## config.mk

```make
export PLATFORM = sky130hd
export DESIGN_NAME = lpc_ctrl
export DESIGN_NICKNAME = d
export VERILOG_FILES = /design/src/lpc_ctrl.v
export VERILOG_INCLUDE_DIRS = /design/src
export SDC_FILE = /design/constraint.sdc
export NUM_CORES = 1
export LEC_CHECK = 0
export ABC_AREA = 1
export BUFFER_PORTS_ARGS = -buffer_cell sky130_fd_sc_hd__buf_4
export CAP_MARGIN = 30
export CORE_ASPECT_RATIO = 1.5
export CORE_UTILIZATION = 42
export CTS_BUF_LIST = sky130_fd_sc_hd__clkbuf_8
export DETAILED_ROUTE_END_ITERATION = 8
export HOLD_SLACK_MARGIN = 0.12
export PLACE_DENSITY = 0.61
export SLEW_MARGIN = 20
export SYNTH_ARGS = -nofsm -noshare
export SYNTH_HDL_FRONTEND = slang
export SYNTH_SLANG_ARGS = --single-unit
```

## constraint.sdc

```tcl
create_clock -name pclk -period 2.4 [get_ports pclk]
set_input_delay 0.24 -clock pclk [delete_from_list [all_inputs] [get_ports pclk]]
set_output_delay 0.24 -clock pclk [all_outputs]
set_load 0.01 [all_outputs]
```

## src/lpc_defs.vh

```
// register map, field positions, reset values and wait lengths
// for the clock-mode and standby controller; definitions only
`ifndef LPC_DEFS_VH
`define LPC_DEFS_VH

// register byte offsets
`define LPC_OFF_CLKSEL 12'h000
`define LPC_OFF_LPMCTL 12'h004

// clock_select_reg fields
`define LPC_CS_WS_LO 0
`define LPC_CS_WS_HI 1
`define LPC_CS_PLLSEL 2
`define LPC_CS_SUBSEL 3
`define LPC_CS_PLLACT 6
`define LPC_CS_SUBACT 7

// low-power control register fields
`define LPC_LP_CG_LO 1
`define LPC_LP_CG_HI 2
`define LPC_LP_WATCH 3
`define LPC_LP_HIZ 5
`define LPC_LP_SLEEP 6
`define LPC_LP_STOP 7

// reset values
`define LPC_WS_RST 2'h0
`define LPC_SEL_RST 1'h1
`define LPC_CG_RST 2'h0
`define LPC_SYNC_RST 4'h3

// machine clock select codes
`define LPC_MODE_MAIN 2'h0
`define LPC_MODE_PLL 2'h1
`define LPC_MODE_SUB 2'h2

// waits in oscillator periods
`define LPC_POR_WAIT 19'h40000
`define LPC_PLL_WAIT 19'h02000
`define LPC_SUB_WAIT 15'h4000
`define LPC_WS0_WAIT 19'h00400
`define LPC_WS1_WAIT 19'h02000
`define LPC_WS2_WAIT 19'h08000
`define LPC_WS3_WAIT 19'h20000

// cpu halt lengths in intermittent operation
`define LPC_CG1_HALT 6'h09
`define LPC_CG2_HALT 6'h11
`define LPC_CG3_HALT 6'h21

`endif

```

## src/lpc_ctrl.v

```verilog
// clock-mode selection, stabilization waits and standby sequencing
// assumes an APB master on pclk; oscillator and pin inputs are async
`timescale 1ns/1ps
`include "lpc_defs.vh"

module lpc_ctrl #(
   parameter [18:0] POR_WAIT = `LPC_POR_WAIT,
   parameter [18:0] PLL_WAIT = `LPC_PLL_WAIT,
   parameter [14:0] SUB_WAIT = `LPC_SUB_WAIT,
   parameter [18:0] WS0_WAIT = `LPC_WS0_WAIT,
   parameter [18:0] WS1_WAIT = `LPC_WS1_WAIT,
   parameter [18:0] WS2_WAIT = `LPC_WS2_WAIT,
   parameter [18:0] WS3_WAIT = `LPC_WS3_WAIT
) (
   // apb slave
   input wire pclk,
   input wire presetn,
   input wire psel,
   input wire penable,
   input wire pwrite,
   input wire [11:0] paddr,
   input wire [31:0] pwdata,
   output reg [31:0] prdata,
   output wire pready,
   output wire pslverr,
   // pins and oscillator monitors
   input wire standby_pin_n,
   input wire ext_rst_n,
   input wire hclk_in,
   input wire sclk_in,
   // on-chip events
   input wire wdog_rst,
   input wire wake_irq,
   input wire cpu_access,
   // clock and pin controls
   output reg hosc_en,
   output reg sosc_en,
   output reg pll_en,
   output reg [1:0] mclk_sel,
   output reg cpu_clk_en,
   output reg periph_clk_en,
   output reg tbt_en,
   output reg wt_en,
   output reg pin_hiz,
   output reg hstby_active
);

   localparam [8:0] S_MSTAB = 9'h001;
   localparam [8:0] S_PSTAB = 9'h002;
   localparam [8:0] S_SSTAB = 9'h004;
   localparam [8:0] S_RUN = 9'h008;
   localparam [8:0] S_SLEEP = 9'h010;
   localparam [8:0] S_TBT = 9'h020;
   localparam [8:0] S_WATCH = 9'h040;
   localparam [8:0] S_STOP = 9'h080;
   localparam [8:0] S_HSTBY = 9'h100;

   function hit;
      input [11:0] a;
      input [11:0] off;
      begin
         hit = (a[11:2] == off[11:2]);
      end
   endfunction

   function [18:0] ws_len;
      input [1:0] s;
      begin
         case (s)
            2'h0: ws_len = WS0_WAIT;
            2'h1: ws_len = WS1_WAIT;
            2'h2: ws_len = WS2_WAIT;
            default: ws_len = WS3_WAIT;
         endcase
      end
   endfunction

   // synchronisers: standby pin, reset pin, oscillator monitors
   wire [3:0] raw_in;
   reg [3:0] meta_reg;
   reg [3:0] sync_reg;
   reg [1:0] prev_reg;
   assign raw_in = {sclk_in, hclk_in, ext_rst_n, standby_pin_n};

   localparam [3:0] SYNC_RST = `LPC_SYNC_RST;
   genvar gi;
   generate
      for (gi = 0; gi < 4; gi = gi + 1) begin : g_sync
         always @(posedge pclk or negedge presetn) begin
            if (!presetn) begin
               meta_reg[gi] <= SYNC_RST[gi];
               sync_reg[gi] <= SYNC_RST[gi];
            end else begin
               meta_reg[gi] <= raw_in[gi];
               sync_reg[gi] <= meta_reg[gi];
            end
         end
      end
   endgenerate

   always @(posedge pclk or negedge presetn) begin
      if (!presetn)
         prev_reg <= 2'h0;
      else
         prev_reg <= sync_reg[3:2];
   end

   // oscillator edges seen at pclk; the oscillators must run
   // below half of pclk or ticks are lost
   wire hclk_tick = sync_reg[2] & ~prev_reg[0];
   wire sclk_tick = sync_reg[3] & ~prev_reg[1];
   wire hstby_req = ~sync_reg[0];
   wire ext_rst = ~sync_reg[1];

   // state
   reg [8:0] state_reg;
   reg [1:0] mode_reg;
   reg pll_pend_reg;
   reg [18:0] tb_cnt_reg;
   reg [18:0] wait_tgt_reg;
   reg [14:0] wt_cnt_reg;
   reg [1:0] ws_reg;
   reg pll_sel_reg;
   reg sub_sel_reg;
   reg [1:0] cg_reg;
   reg hiz_sel_reg;
   reg [5:0] pause_reg;

   // apb decode
   wire acc = psel & penable;
   wire cs_hit = hit(paddr, `LPC_OFF_CLKSEL);
   wire lp_hit = hit(paddr, `LPC_OFF_LPMCTL);
   wire cs_wr = acc & pwrite & cs_hit;
   wire lp_wr = acc & pwrite & lp_hit;
   assign pready = 1'b1;
   assign pslverr = acc & ~(cs_hit | lp_hit);

   wire tb_done = (tb_cnt_reg == wait_tgt_reg);
   wire sub_ok = (wt_cnt_reg == SUB_WAIT);
   wire is_pll = (mode_reg == `LPC_MODE_PLL);
   wire is_sub = (mode_reg == `LPC_MODE_SUB);

   wire [1:0] want_mode = !sub_sel_reg ? `LPC_MODE_SUB :
                          !pll_sel_reg ? `LPC_MODE_PLL :
                          `LPC_MODE_MAIN;

   // read data captured in the setup phase, valid in access
   always @(posedge pclk or negedge presetn) begin
      if (!presetn) begin
         prdata <= 32'h0;
      end else if (psel & ~penable & ~pwrite) begin
         prdata <= 32'h0;
         if (cs_hit) begin
            prdata[`LPC_CS_WS_HI:`LPC_CS_WS_LO] <= ws_reg;
            prdata[`LPC_CS_PLLSEL] <= pll_sel_reg;
            prdata[`LPC_CS_SUBSEL] <= sub_sel_reg;
            prdata[`LPC_CS_PLLACT] <= is_pll;
            prdata[`LPC_CS_SUBACT] <= is_sub;
         end else if (lp_hit) begin
            prdata[`LPC_LP_CG_HI:`LPC_LP_CG_LO] <= cg_reg;
            prdata[`LPC_LP_HIZ] <= hiz_sel_reg;
         end
      end
   end

   // sub oscillator stabilization, restarted whenever it stops
   always @(posedge pclk or negedge presetn) begin
      if (!presetn)
         wt_cnt_reg <= 15'h0;
      else if (!sosc_en)
         wt_cnt_reg <= 15'h0;
      else if (sclk_tick && !sub_ok)
         wt_cnt_reg <= wt_cnt_reg + 15'h1;
   end

   // mode sequencer; requests are honoured only in S_RUN, so a
   // clock-select request made while a switch is pending waits for S_RUN; a low-power one is dropped
   always @(posedge pclk or negedge presetn) begin
      if (!presetn) begin
         state_reg <= S_MSTAB;
         mode_reg <= `LPC_MODE_MAIN;
         pll_pend_reg <= 1'b0;
         tb_cnt_reg <= 19'h0;
         wait_tgt_reg <= POR_WAIT;
         ws_reg <= `LPC_WS_RST;
         pll_sel_reg <= `LPC_SEL_RST;
         sub_sel_reg <= `LPC_SEL_RST;
         cg_reg <= `LPC_CG_RST;
         hiz_sel_reg <= 1'b0;
      end else if (hstby_req) begin
         state_reg <= S_HSTBY;
      end else if (wdog_rst && state_reg != S_HSTBY) begin
         state_reg <= S_MSTAB;
         mode_reg <= `LPC_MODE_MAIN;
         pll_pend_reg <= 1'b0;
         tb_cnt_reg <= 19'h0;
         wait_tgt_reg <= ws_len(ws_reg);
         pll_sel_reg <= `LPC_SEL_RST;
         sub_sel_reg <= `LPC_SEL_RST;
         cg_reg <= `LPC_CG_RST;
         hiz_sel_reg <= 1'b0;
      end else begin
         if (hclk_tick && !tb_done)
            tb_cnt_reg <= tb_cnt_reg + 19'h1;
         if (cs_wr) begin
            ws_reg <= pwdata[`LPC_CS_WS_HI:`LPC_CS_WS_LO];
            pll_sel_reg <= pwdata[`LPC_CS_PLLSEL];
            sub_sel_reg <= pwdata[`LPC_CS_SUBSEL];
         end
         if (lp_wr) begin
            cg_reg <= pwdata[`LPC_LP_CG_HI:`LPC_LP_CG_LO];
            hiz_sel_reg <= pwdata[`LPC_LP_HIZ];
         end
         case (state_reg)
            S_HSTBY: begin
               // pin released: restart like a watchdog reset
               state_reg <= S_MSTAB;
               mode_reg <= `LPC_MODE_MAIN;
               pll_pend_reg <= 1'b0;
               tb_cnt_reg <= 19'h0;
               wait_tgt_reg <= ws_len(ws_reg);
               pll_sel_reg <= `LPC_SEL_RST;
               sub_sel_reg <= `LPC_SEL_RST;
               cg_reg <= `LPC_CG_RST;
               hiz_sel_reg <= 1'b0;
            end
            S_MSTAB: begin
               if (tb_done) begin
                  mode_reg <= `LPC_MODE_MAIN;
                  if (pll_pend_reg) begin
                     pll_pend_reg <= 1'b0;
                     state_reg <= S_PSTAB;
                     tb_cnt_reg <= 19'h0;
                     wait_tgt_reg <= PLL_WAIT;
                  end else begin
                     state_reg <= S_RUN;
                  end
               end
            end
            S_PSTAB: begin
               if (tb_done) begin
                  mode_reg <= `LPC_MODE_PLL;
                  state_reg <= S_RUN;
               end
            end
            S_SSTAB: begin
               if (sub_ok) begin
                  mode_reg <= `LPC_MODE_SUB;
                  state_reg <= S_RUN;
               end
            end
            S_RUN: begin
               if (lp_wr && pwdata[`LPC_LP_STOP]) begin
                  state_reg <= is_pll ? S_TBT : S_STOP;
               end else if (lp_wr && pwdata[`LPC_LP_SLEEP]) begin
                  state_reg <= S_SLEEP;
               end else if (lp_wr && !pwdata[`LPC_LP_WATCH]) begin
                  state_reg <= S_WATCH;
               end else if (want_mode != mode_reg) begin
                  case (want_mode)
                     `LPC_MODE_SUB: begin
                        if (sub_ok)
                           mode_reg <= `LPC_MODE_SUB;
                        else
                           state_reg <= S_SSTAB;
                     end
                     `LPC_MODE_PLL: begin
                        tb_cnt_reg <= 19'h0;
                        if (is_sub) begin
                           pll_pend_reg <= 1'b1;
                           state_reg <= S_MSTAB;
                           wait_tgt_reg <= ws_len(ws_reg);
                        end else begin
                           state_reg <= S_PSTAB;
                           wait_tgt_reg <= PLL_WAIT;
                        end
                     end
                     default: begin
                        if (is_sub) begin
                           state_reg <= S_MSTAB;
                           tb_cnt_reg <= 19'h0;
                           wait_tgt_reg <= ws_len(ws_reg);
                        end else begin
                           mode_reg <= `LPC_MODE_MAIN;
                        end
                     end
                  endcase
               end
            end
            S_SLEEP: begin
               if (wake_irq || ext_rst)
                  state_reg <= S_RUN;
            end
            S_TBT: begin
               // oscillator kept running; only the PLL restarts
               if (wake_irq || ext_rst) begin
                  mode_reg <= `LPC_MODE_MAIN;
                  state_reg <= S_PSTAB;
                  tb_cnt_reg <= 19'h0;
                  wait_tgt_reg <= PLL_WAIT;
               end
            end
            S_WATCH, S_STOP: begin
               // external reset wakes stop but not watch
               if (wake_irq ||
                   (ext_rst && state_reg == S_STOP)) begin
                  if (is_sub) begin
                     state_reg <= S_SSTAB;
                  end else begin
                     pll_pend_reg <= is_pll;
                     state_reg <= S_MSTAB;
                     tb_cnt_reg <= 19'h0;
                     wait_tgt_reg <= ws_len(ws_reg);
                  end
               end
            end
            default: state_reg <= S_MSTAB;
         endcase
      end
   end

   // intermittent cpu operation
   wire cpu_live = (state_reg == S_RUN) | (state_reg == S_PSTAB) |
                   (state_reg == S_SSTAB);
   reg [5:0] halt_len;
   always @* begin
      case (cg_reg)
         2'h1: halt_len = `LPC_CG1_HALT;
         2'h2: halt_len = `LPC_CG2_HALT;
         2'h3: halt_len = `LPC_CG3_HALT;
         default: halt_len = 6'h00;
      endcase
   end

   always @(posedge pclk or negedge presetn) begin
      if (!presetn)
         pause_reg <= 6'h0;
      else if (!cpu_live)
         pause_reg <= 6'h0;
      else if (pause_reg != 6'h0)
         pause_reg <= pause_reg - 6'h1;
      else if (cpu_access)
         pause_reg <= halt_len;
   end

   // clock and pin controls, registered
   reg hosc_next;
   reg sosc_next;
   reg pll_next;
   reg [1:0] mclk_next;
   reg cpu_next;
   reg periph_next;
   reg tbt_next;
   reg hiz_next;

   always @* begin
      hosc_next = ~is_sub;
      sosc_next = 1'b1;
      pll_next = is_pll;
      mclk_next = mode_reg;
      cpu_next = cpu_live & (pause_reg == 6'h0);
      periph_next = 1'b1;
      tbt_next = 1'b0;
      hiz_next = 1'b0;
      case (state_reg)
         S_MSTAB: begin
            hosc_next = 1'b1;
            pll_next = 1'b0;
            mclk_next = `LPC_MODE_MAIN;
            cpu_next = 1'b0;
            periph_next = 1'b0;
         end
         S_PSTAB: begin
            hosc_next = 1'b1;
            pll_next = 1'b1;
            mclk_next = `LPC_MODE_MAIN;
         end
         S_SLEEP: begin
            cpu_next = 1'b0;
         end
         S_TBT: begin
            hosc_next = 1'b1;
            // pll is off here, so never leave it selected
            mclk_next = `LPC_MODE_MAIN;
            pll_next = 1'b0;
            cpu_next = 1'b0;
            periph_next = 1'b0;
            tbt_next = 1'b1;
            hiz_next = hiz_sel_reg;
         end
         S_WATCH: begin
            hosc_next = 1'b0;
            mclk_next = `LPC_MODE_SUB;
            pll_next = 1'b0;
            cpu_next = 1'b0;
            periph_next = 1'b0;
            hiz_next = hiz_sel_reg;
         end
         S_STOP: begin
            hosc_next = 1'b0;
            sosc_next = 1'b0;
            pll_next = 1'b0;
            cpu_next = 1'b0;
            periph_next = 1'b0;
            hiz_next = hiz_sel_reg;
         end
         S_HSTBY: begin
            hosc_next = 1'b0;
            mclk_next = `LPC_MODE_MAIN;
            sosc_next = 1'b0;
            pll_next = 1'b0;
            cpu_next = 1'b0;
            periph_next = 1'b0;
            hiz_next = 1'b1;
         end
         default: begin
            tbt_next = 1'b0;
         end
      endcase
      if (hosc_next && state_reg != S_TBT)
         tbt_next = 1'b1;
   end

   always @(posedge pclk or negedge presetn) begin
      if (!presetn) begin
         hosc_en <= 1'b1;
         sosc_en <= 1'b1;
         pll_en <= 1'b0;
         mclk_sel <= `LPC_MODE_MAIN;
         cpu_clk_en <= 1'b0;
         periph_clk_en <= 1'b0;
         tbt_en <= 1'b1;
         wt_en <= 1'b1;
         pin_hiz <= 1'b0;
         hstby_active <= 1'b0;
      end else begin
         hosc_en <= hosc_next;
         sosc_en <= sosc_next;
         pll_en <= pll_next;
         mclk_sel <= mclk_next;
         cpu_clk_en <= cpu_next;
         periph_clk_en <= periph_next;
         tbt_en <= tbt_next;
         wt_en <= sosc_next;
         pin_hiz <= hiz_next;
         hstby_active <= (state_reg == S_HSTBY);
      end
   end

endmodule

```

# Word-level counts from Yosys, hierarchy flattened
# Cells that the tools add are included.
# op_classes
addsub	3
eq_ne	51
n_mux	108
n_bitwise	21
n_reduce_logical	37
# ops
op	n
2-to-1 mux 19 bit	23
case mux 19 bit (5 select lines)	2
2-to-1 mux 9 bit	14
case mux 19 bit (2 select lines)	2
case mux 9 bit (7 select lines)	1
case mux 18 bit (3 select lines)	1
inequality test 3 bit, second input constant	13
2-to-1 mux 2 bit	18
2-to-1 mux 15 bit	2
2-to-1 mux 1 bit	29
inequality test 4 bit, second input constant	6
AND reduction 11 bit	2
adder 19 x 1 -> 19 bit, second input constant	1
equality test 19 bit	1
2-to-1 mux 18 bit	1
2-to-1 mux 6 bit	3
case mux 6 bit (3 select lines)	1
case mux 9 bit (2 select lines)	1
adder 15 x 1 -> 15 bit, second input constant	1
equality test 15 bit, second input constant	1
AND reduction 13 bit	1
case mux 2 bit (6 select lines)	1
nonzero test 6 bit	2
AND 1 bit	10
other kinds (47)	83
# totals
register_bits	105
input_bits	56
out_inout_bits	45
elab_cells	251

# Longest topological paths before layout
# depth
depth_word	12
ltp_mapped	14
ltp_nobuf	13

# Least setup slack after synthesis
# Ideal clock, no wire load.
# synth_path
kind	reg-to-reg
startpoint	reg tb_cnt_reg[0]
endpoint	reg wait_tgt_reg[10]
setup_time_ns	0.117
t_arrival_ns	1.603
t_required_ns	2.283
slack_ns	0.681
path_stages_with_launch	14
path_buffers	0
period_less_slack_ns	1.719
path_cell_list	dfrtp_1 -> inv_1 -> ha_1 -> nand2_1 -> nor2_1 -> nand2_1 -> nor2_1 -> nand3_1 -> nand3_1 -> nand3_2 -> nor2_4 -> nand2_2 -> nand2_1 -> nand2_1
# synth_between
elab_chain_cells	3
# synth_rtl
element	line_no	source
from (decl)	lpc_ctrl.v:119	reg [18:0] tb_cnt_reg;
from (signal assigned)	lpc_ctrl.v:204	tb_cnt_reg <= tb_cnt_reg + 19'h1;
equality test 19 bit	lpc_ctrl.v:138	wire tb_done = (tb_cnt_reg == wait_tgt_reg);
inequality test 3 bit (no line)	-	
AND reduction 13 bit (no line)	-	
to (signal assigned)	lpc_ctrl.v:197	wait_tgt_reg <= ws_len(ws_reg);
to (signal assigned)	lpc_ctrl.v:221	wait_tgt_reg <= ws_len(ws_reg);
to (signal assigned)	lpc_ctrl.v:272	wait_tgt_reg <= ws_len(ws_reg);
to (decl)	lpc_ctrl.v:120	reg [18:0] wait_tgt_reg;
# Every way passes these cells.
# A chain may end at the register's enable or synchronous reset.

# Worst setup path in the final report
# layout_path
startpoint	reg state_reg[8]
endpoint	reg state_reg[1]
# layout_between
elab_chain_cells	5
word_cells_on_any_way	26
cone_classes	eq/ne (18); mux (3); reduce/logical (5)
# layout_rtl
element	line_no	source
from (decl)	lpc_ctrl.v:116	reg [8:0] state_reg;
from (signal assigned)	lpc_ctrl.v:254	state_reg <= is_pll ? S_TBT : S_STOP;
equality test 9 x 8 -> 1 bit / equality test 9 x 7 -> 1 bit (equally long branches)	lpc_ctrl.v:214, lpc_ctrl.v:306	
OR reduction 2 bit / logical AND 1 bit (equally long branches)	lpc_ctrl.v:214, lpc_ctrl.v:306	
case mux 9 bit (7 select lines) / logical OR 1 bit (equally long branches)	lpc_ctrl.v:214, lpc_ctrl.v:305	
2-to-1 mux 9 bit / inequality test 4 bit (equally long branches)	-	
2-to-1 mux 9 bit / AND reduction 9 bit (equally long branches)	-	
# Several ways; a longest one is shown, not always the timed one.

==> out/summary.log <==
qor: routing.detail_route.vias_per_cell 4.95
qor: logic_synthesis.synth_area 6280 µm²
qor: power.worst_ir_drop_vdd 0.000242 V
qor: logic_synthesis.postSynthRegisterBits 91
qor: worst_setup_path.cp_data_required_time 2710 ps
qor: layout.n_antenna_cell 0
qor: logic_synthesis.synth-seq-area-share 36.5%
qor: power.share_comb_of_total_power 22.5%
qor: worst_setup_path.cpMaxStageDelayCell dfrtp_1
qor: clock_tree.cts_tree yes
qor: power.p_clk_share 29.7%
qor: worst_setup_path.critPathMaxStageDelay 750 ps
qor: routing.dr_total_vias 5593
qor: worst_setup_path.crit_path_cell_trace inv_2 > nand2_1 > inv_2 > nand3_1 > nand2_1 > nand4_1 > nand2_2 > a21oi_2 > nand3_1 > nand2_1
qor: grt.gr-usage-all-layers 22.5%
qor: timing.slew-limit-headroom 52.0%
qor: layout.flip_flop_count_of_the_largest_register_after_layout 19
qor: clock_tree.clock-root-buffer clkbuf_8
qor: timing.drv_slew 0
qor: worst_setup_path.critical_path.most_common_cell nand2_1
qor: status.status completed
qor: timing.grt_setup_unrepaired false
qor: clock_tree.clock_tree.htree_level_count 3
qor: worst_setup_path.timing.setup.critical_path_class reg -> reg
qor: layout.multi_input_comb_area 3300 µm²
qor: run.maxCapViolations 0
qor: timing.clock-skew-final 18.9 ps
qor: logic_synthesis.synthesis.yosys.warnings 0
qor: power.p_total 3.56 mW
qor: floorplanning.die_area 15500 µm²
qor: clock_tree.cts_setup_buffers 0
qor: logic_synthesis.postSynth.asyncResetShare 100%
qor: layout.sequential_cell_area 2290 µm²
qor: grt.antenna_found_initial 0
qor: floorplanning.dieHeight 152 µm
qor: routing.drt_iter0_markers 244
qor: timing.final.hold.worst_slack 133 ps
qor: routing.wl_per_cell 14.2 µm
qor: worst_setup_path.critical_path.top_delay_family simple AND/OR/NAND/NOR gates
qor: layout.mostFrequentLayoutCell nand2_1
qor: floorplanning.ios 101
qor: logic_synthesis.netlist-cell-type-count 45
qor: timing.report.final.hold_viol_count 0
qor: grt.grt_pass1_vias 5583
qor: worst_setup_path.worstPathArrival 2470 ps
qor: timing.totalNegativeSetupSlack 0 ps
qor: worst_setup_path.type_of_element_capturing_the_critical_path flop
qor: routing.drt_pass1_iterations 4
qor: layout.fill_cells 1580
qor: logic_synthesis.ys_flop_type dfrtp_1
qor: place.placed_cell_count 1109
qor: floorplanning.row_count 54
qor: grt.grt_first_pass_wirelength 26.5 mm
qor: layout.area_growth 11.2%
qor: grt.largest_net_degree_at_the_start_of_global_routing 50
qor: power.internal-power 2.39 mW
qor: worst_setup_path.path_buf_inv 2
qor: timing.layout_worst_path_cycle_share 90.2%
qor: logic_synthesis.synth_edf_count 0
qor: timing.achievable-frequency 462 MHz
qor: power.switching_power 1.17 mW
qor: power.switching_share 32.8%
qor: floorplanning.initial_standard_cell_utilization_of_the_core 43.0%
qor: clock_tree.cts-buffers-inserted 9
qor: logic_synthesis.synthesis.instances 877
qor: layout.finish.net_count 992
qor: clock_tree.clk_pin_slew_worst_paths 90 ps
qor: grt.overflow 0
qor: layout.layout.cells.non_filler 1131
qor: worst_setup_path.critPathMaxFanout 14
qor: clock_tree.clk-insertion-delay-late 380 ps
qor: timing.finalSetupViolCount 0
qor: power.leakagePower 3.66 nW
qor: power.pwr-share-seq 47.9%
qor: worst_hold_path.worst_hold_path_class in -> reg
qor: floorplanning.die_width 102 µm
qor: worst_setup_path.kind_of_launch_point_of_the_worst_setup_path flop
qor: floorplanning.coreArea 14600 µm²
qor: layout.final_layout_size_suffix_gt1_share 16.7%
qor: routing.remaining_drc_errors 0
qor: place.routabilityCongestion 0.926
qor: place.number_of_port_buffers 47
qor: logic_synthesis.synthesis.area_per_instance 7.16 µm²
qor: routing.drt.antenna.violating_nets 0
qor: timing.period_needed 2170 ps
qor: routing.finalWirelength 16.0 mm
qor: clock_tree.cts.sinks 91
qor: timing.max_slew.worst_pin.slew 718 ps
qor: clock_tree.clock_tree.buffer_depth 2
qor: power.powerDensity 509 nW/µm²
qor: place.dp.final_hpwl 12.6 mm
qor: layout.commonest_cells_after_routing_fill_and_taps_aside nand2_1, inv_1, nor2_1
per-stage QoR:
step / utilization, % / setup slack [ps] / area, µm²
after floorplan: - / 681 / 6370
after global placement: 46.1 / 311 / 6730
after detailed placement: 46.1 / 263 / 6730
after CTS: 47.9 / 255 / 6980
after global routing: 47.9 / 3.55 / 6980
final: 47.9 / 235 / 6980
worst min-delay path, stage by stage:
cell     delay (ps)
buf_4           100
nand3_1          70
o21ai_0          70
routing by layer:
layer | GRT usage, % | vias to the layer above | routed length, µm
met4 | 12.6 | 0 | 758
met5 | 0 | - | 0
li1 | - | 2861 | -
met3 | 3.12 | 40 | 381
met1 | 23.9 | 2592 | 6360
met2 | 42.0 | 100 | 8520
area by class of cell:
cell class,count,area share (%)
Inverter,124,6.81
Timing Repair Buffer,60,6.84
Clock buffer,10,1.97
Tap cell,196,3.51
Sequential cell,91,32.8
Clock inverter,6,0.842
Multi-Input combinational cell,644,47.2
repair_timing:
action                                 in CTS  in global routing
hold buffers                                6                  0
endpoints found under the hold margin      41                  0
resized for setup                           0                  0
cells by family (layout without fill, tap and decap cells):
group                    after synthesis  after routing  share of synthesized area (%)
AND/OR/NAND/NOR                      508            508                           38.9
adder cells (fa/ha/maj)                6              6                           1.19
multiplexers                           2              2                          0.358
buffers and inverters                166            200                           12.5
XOR/XNOR                              25             25                           3.49
AO/OA/AOI/OAI                         77             77                           7.03
flip-flops                            91             91                           36.5
other                                  2             26                          0.120
synthesized netlist by cell type (6+ instances only):
cell type / instances / share of area [%]
a21oi_1: 21 / 1.7
buf_4: 28 / 3.3
dfrtp_1: 80 / 32
dfstp_2: 11 / 4.6
ha_1: 6 / 1.2
inv_1: 109 / 6.5
inv_2: 12 / 0.72
nand2_1: 209 / 12
nand2_2: 17 / 1.7
nand3_1: 84 / 6.7
nand3_2: 17 / 2.7
nand4_1: 20 / 2.0
nor2_1: 102 / 6.1
nor2_2: 9 / 0.90
nor2_4: 8 / 1.4
nor3_1: 23 / 1.8
o21ai_0: 31 / 2.5
o31ai_1: 7 / 0.84
xor2_1: 21 / 2.9
power groups by stage:
stage / clock network [mW] / logic, mW / registers (mW)
global route: 1.16 / 0.907 / 1.72
global placement: 0 / 0.789 / 1.73
floorplan: 0 / 0.613 / 1.71
finish: 1.06 / 0.799 / 1.70
detailed placement: 0 / 0.793 / 1.73
CTS: 1.10 / 0.803 / 1.70
path summary, 6_finish.rpt:
| check | to | depth (start not counted) | start | slack, ps |
|---|---|---|---|---|
| worst max-delay path | state_reg[1]$_DFFE_PN0P_ | 10 | state_reg[8]$_DFFE_PN0P_ | 230 |
| worst min-delay path | hiz_sel_reg$_DFFE_PN0P_ | 3 | pwdata[5] | 130 |
| worst max register to register | state_reg[1]$_DFFE_PN0P_ | 10 | state_reg[8]$_DFFE_PN0P_ | 230 |
| worst min register to register | sync_reg[1]$_DFF_PN1_ | 0 | meta_reg[1]$_DFF_PN1_ | 340 |
| max in group asynchronous | wait_tgt_reg[18]$_DFFE_PN1P_ | 3 | presetn | 1260 |
| min in group asynchronous | sync_reg[3]$_DFF_PN0_ | 2 | presetn | 380 |
Power figures use the tool's default switching activity.
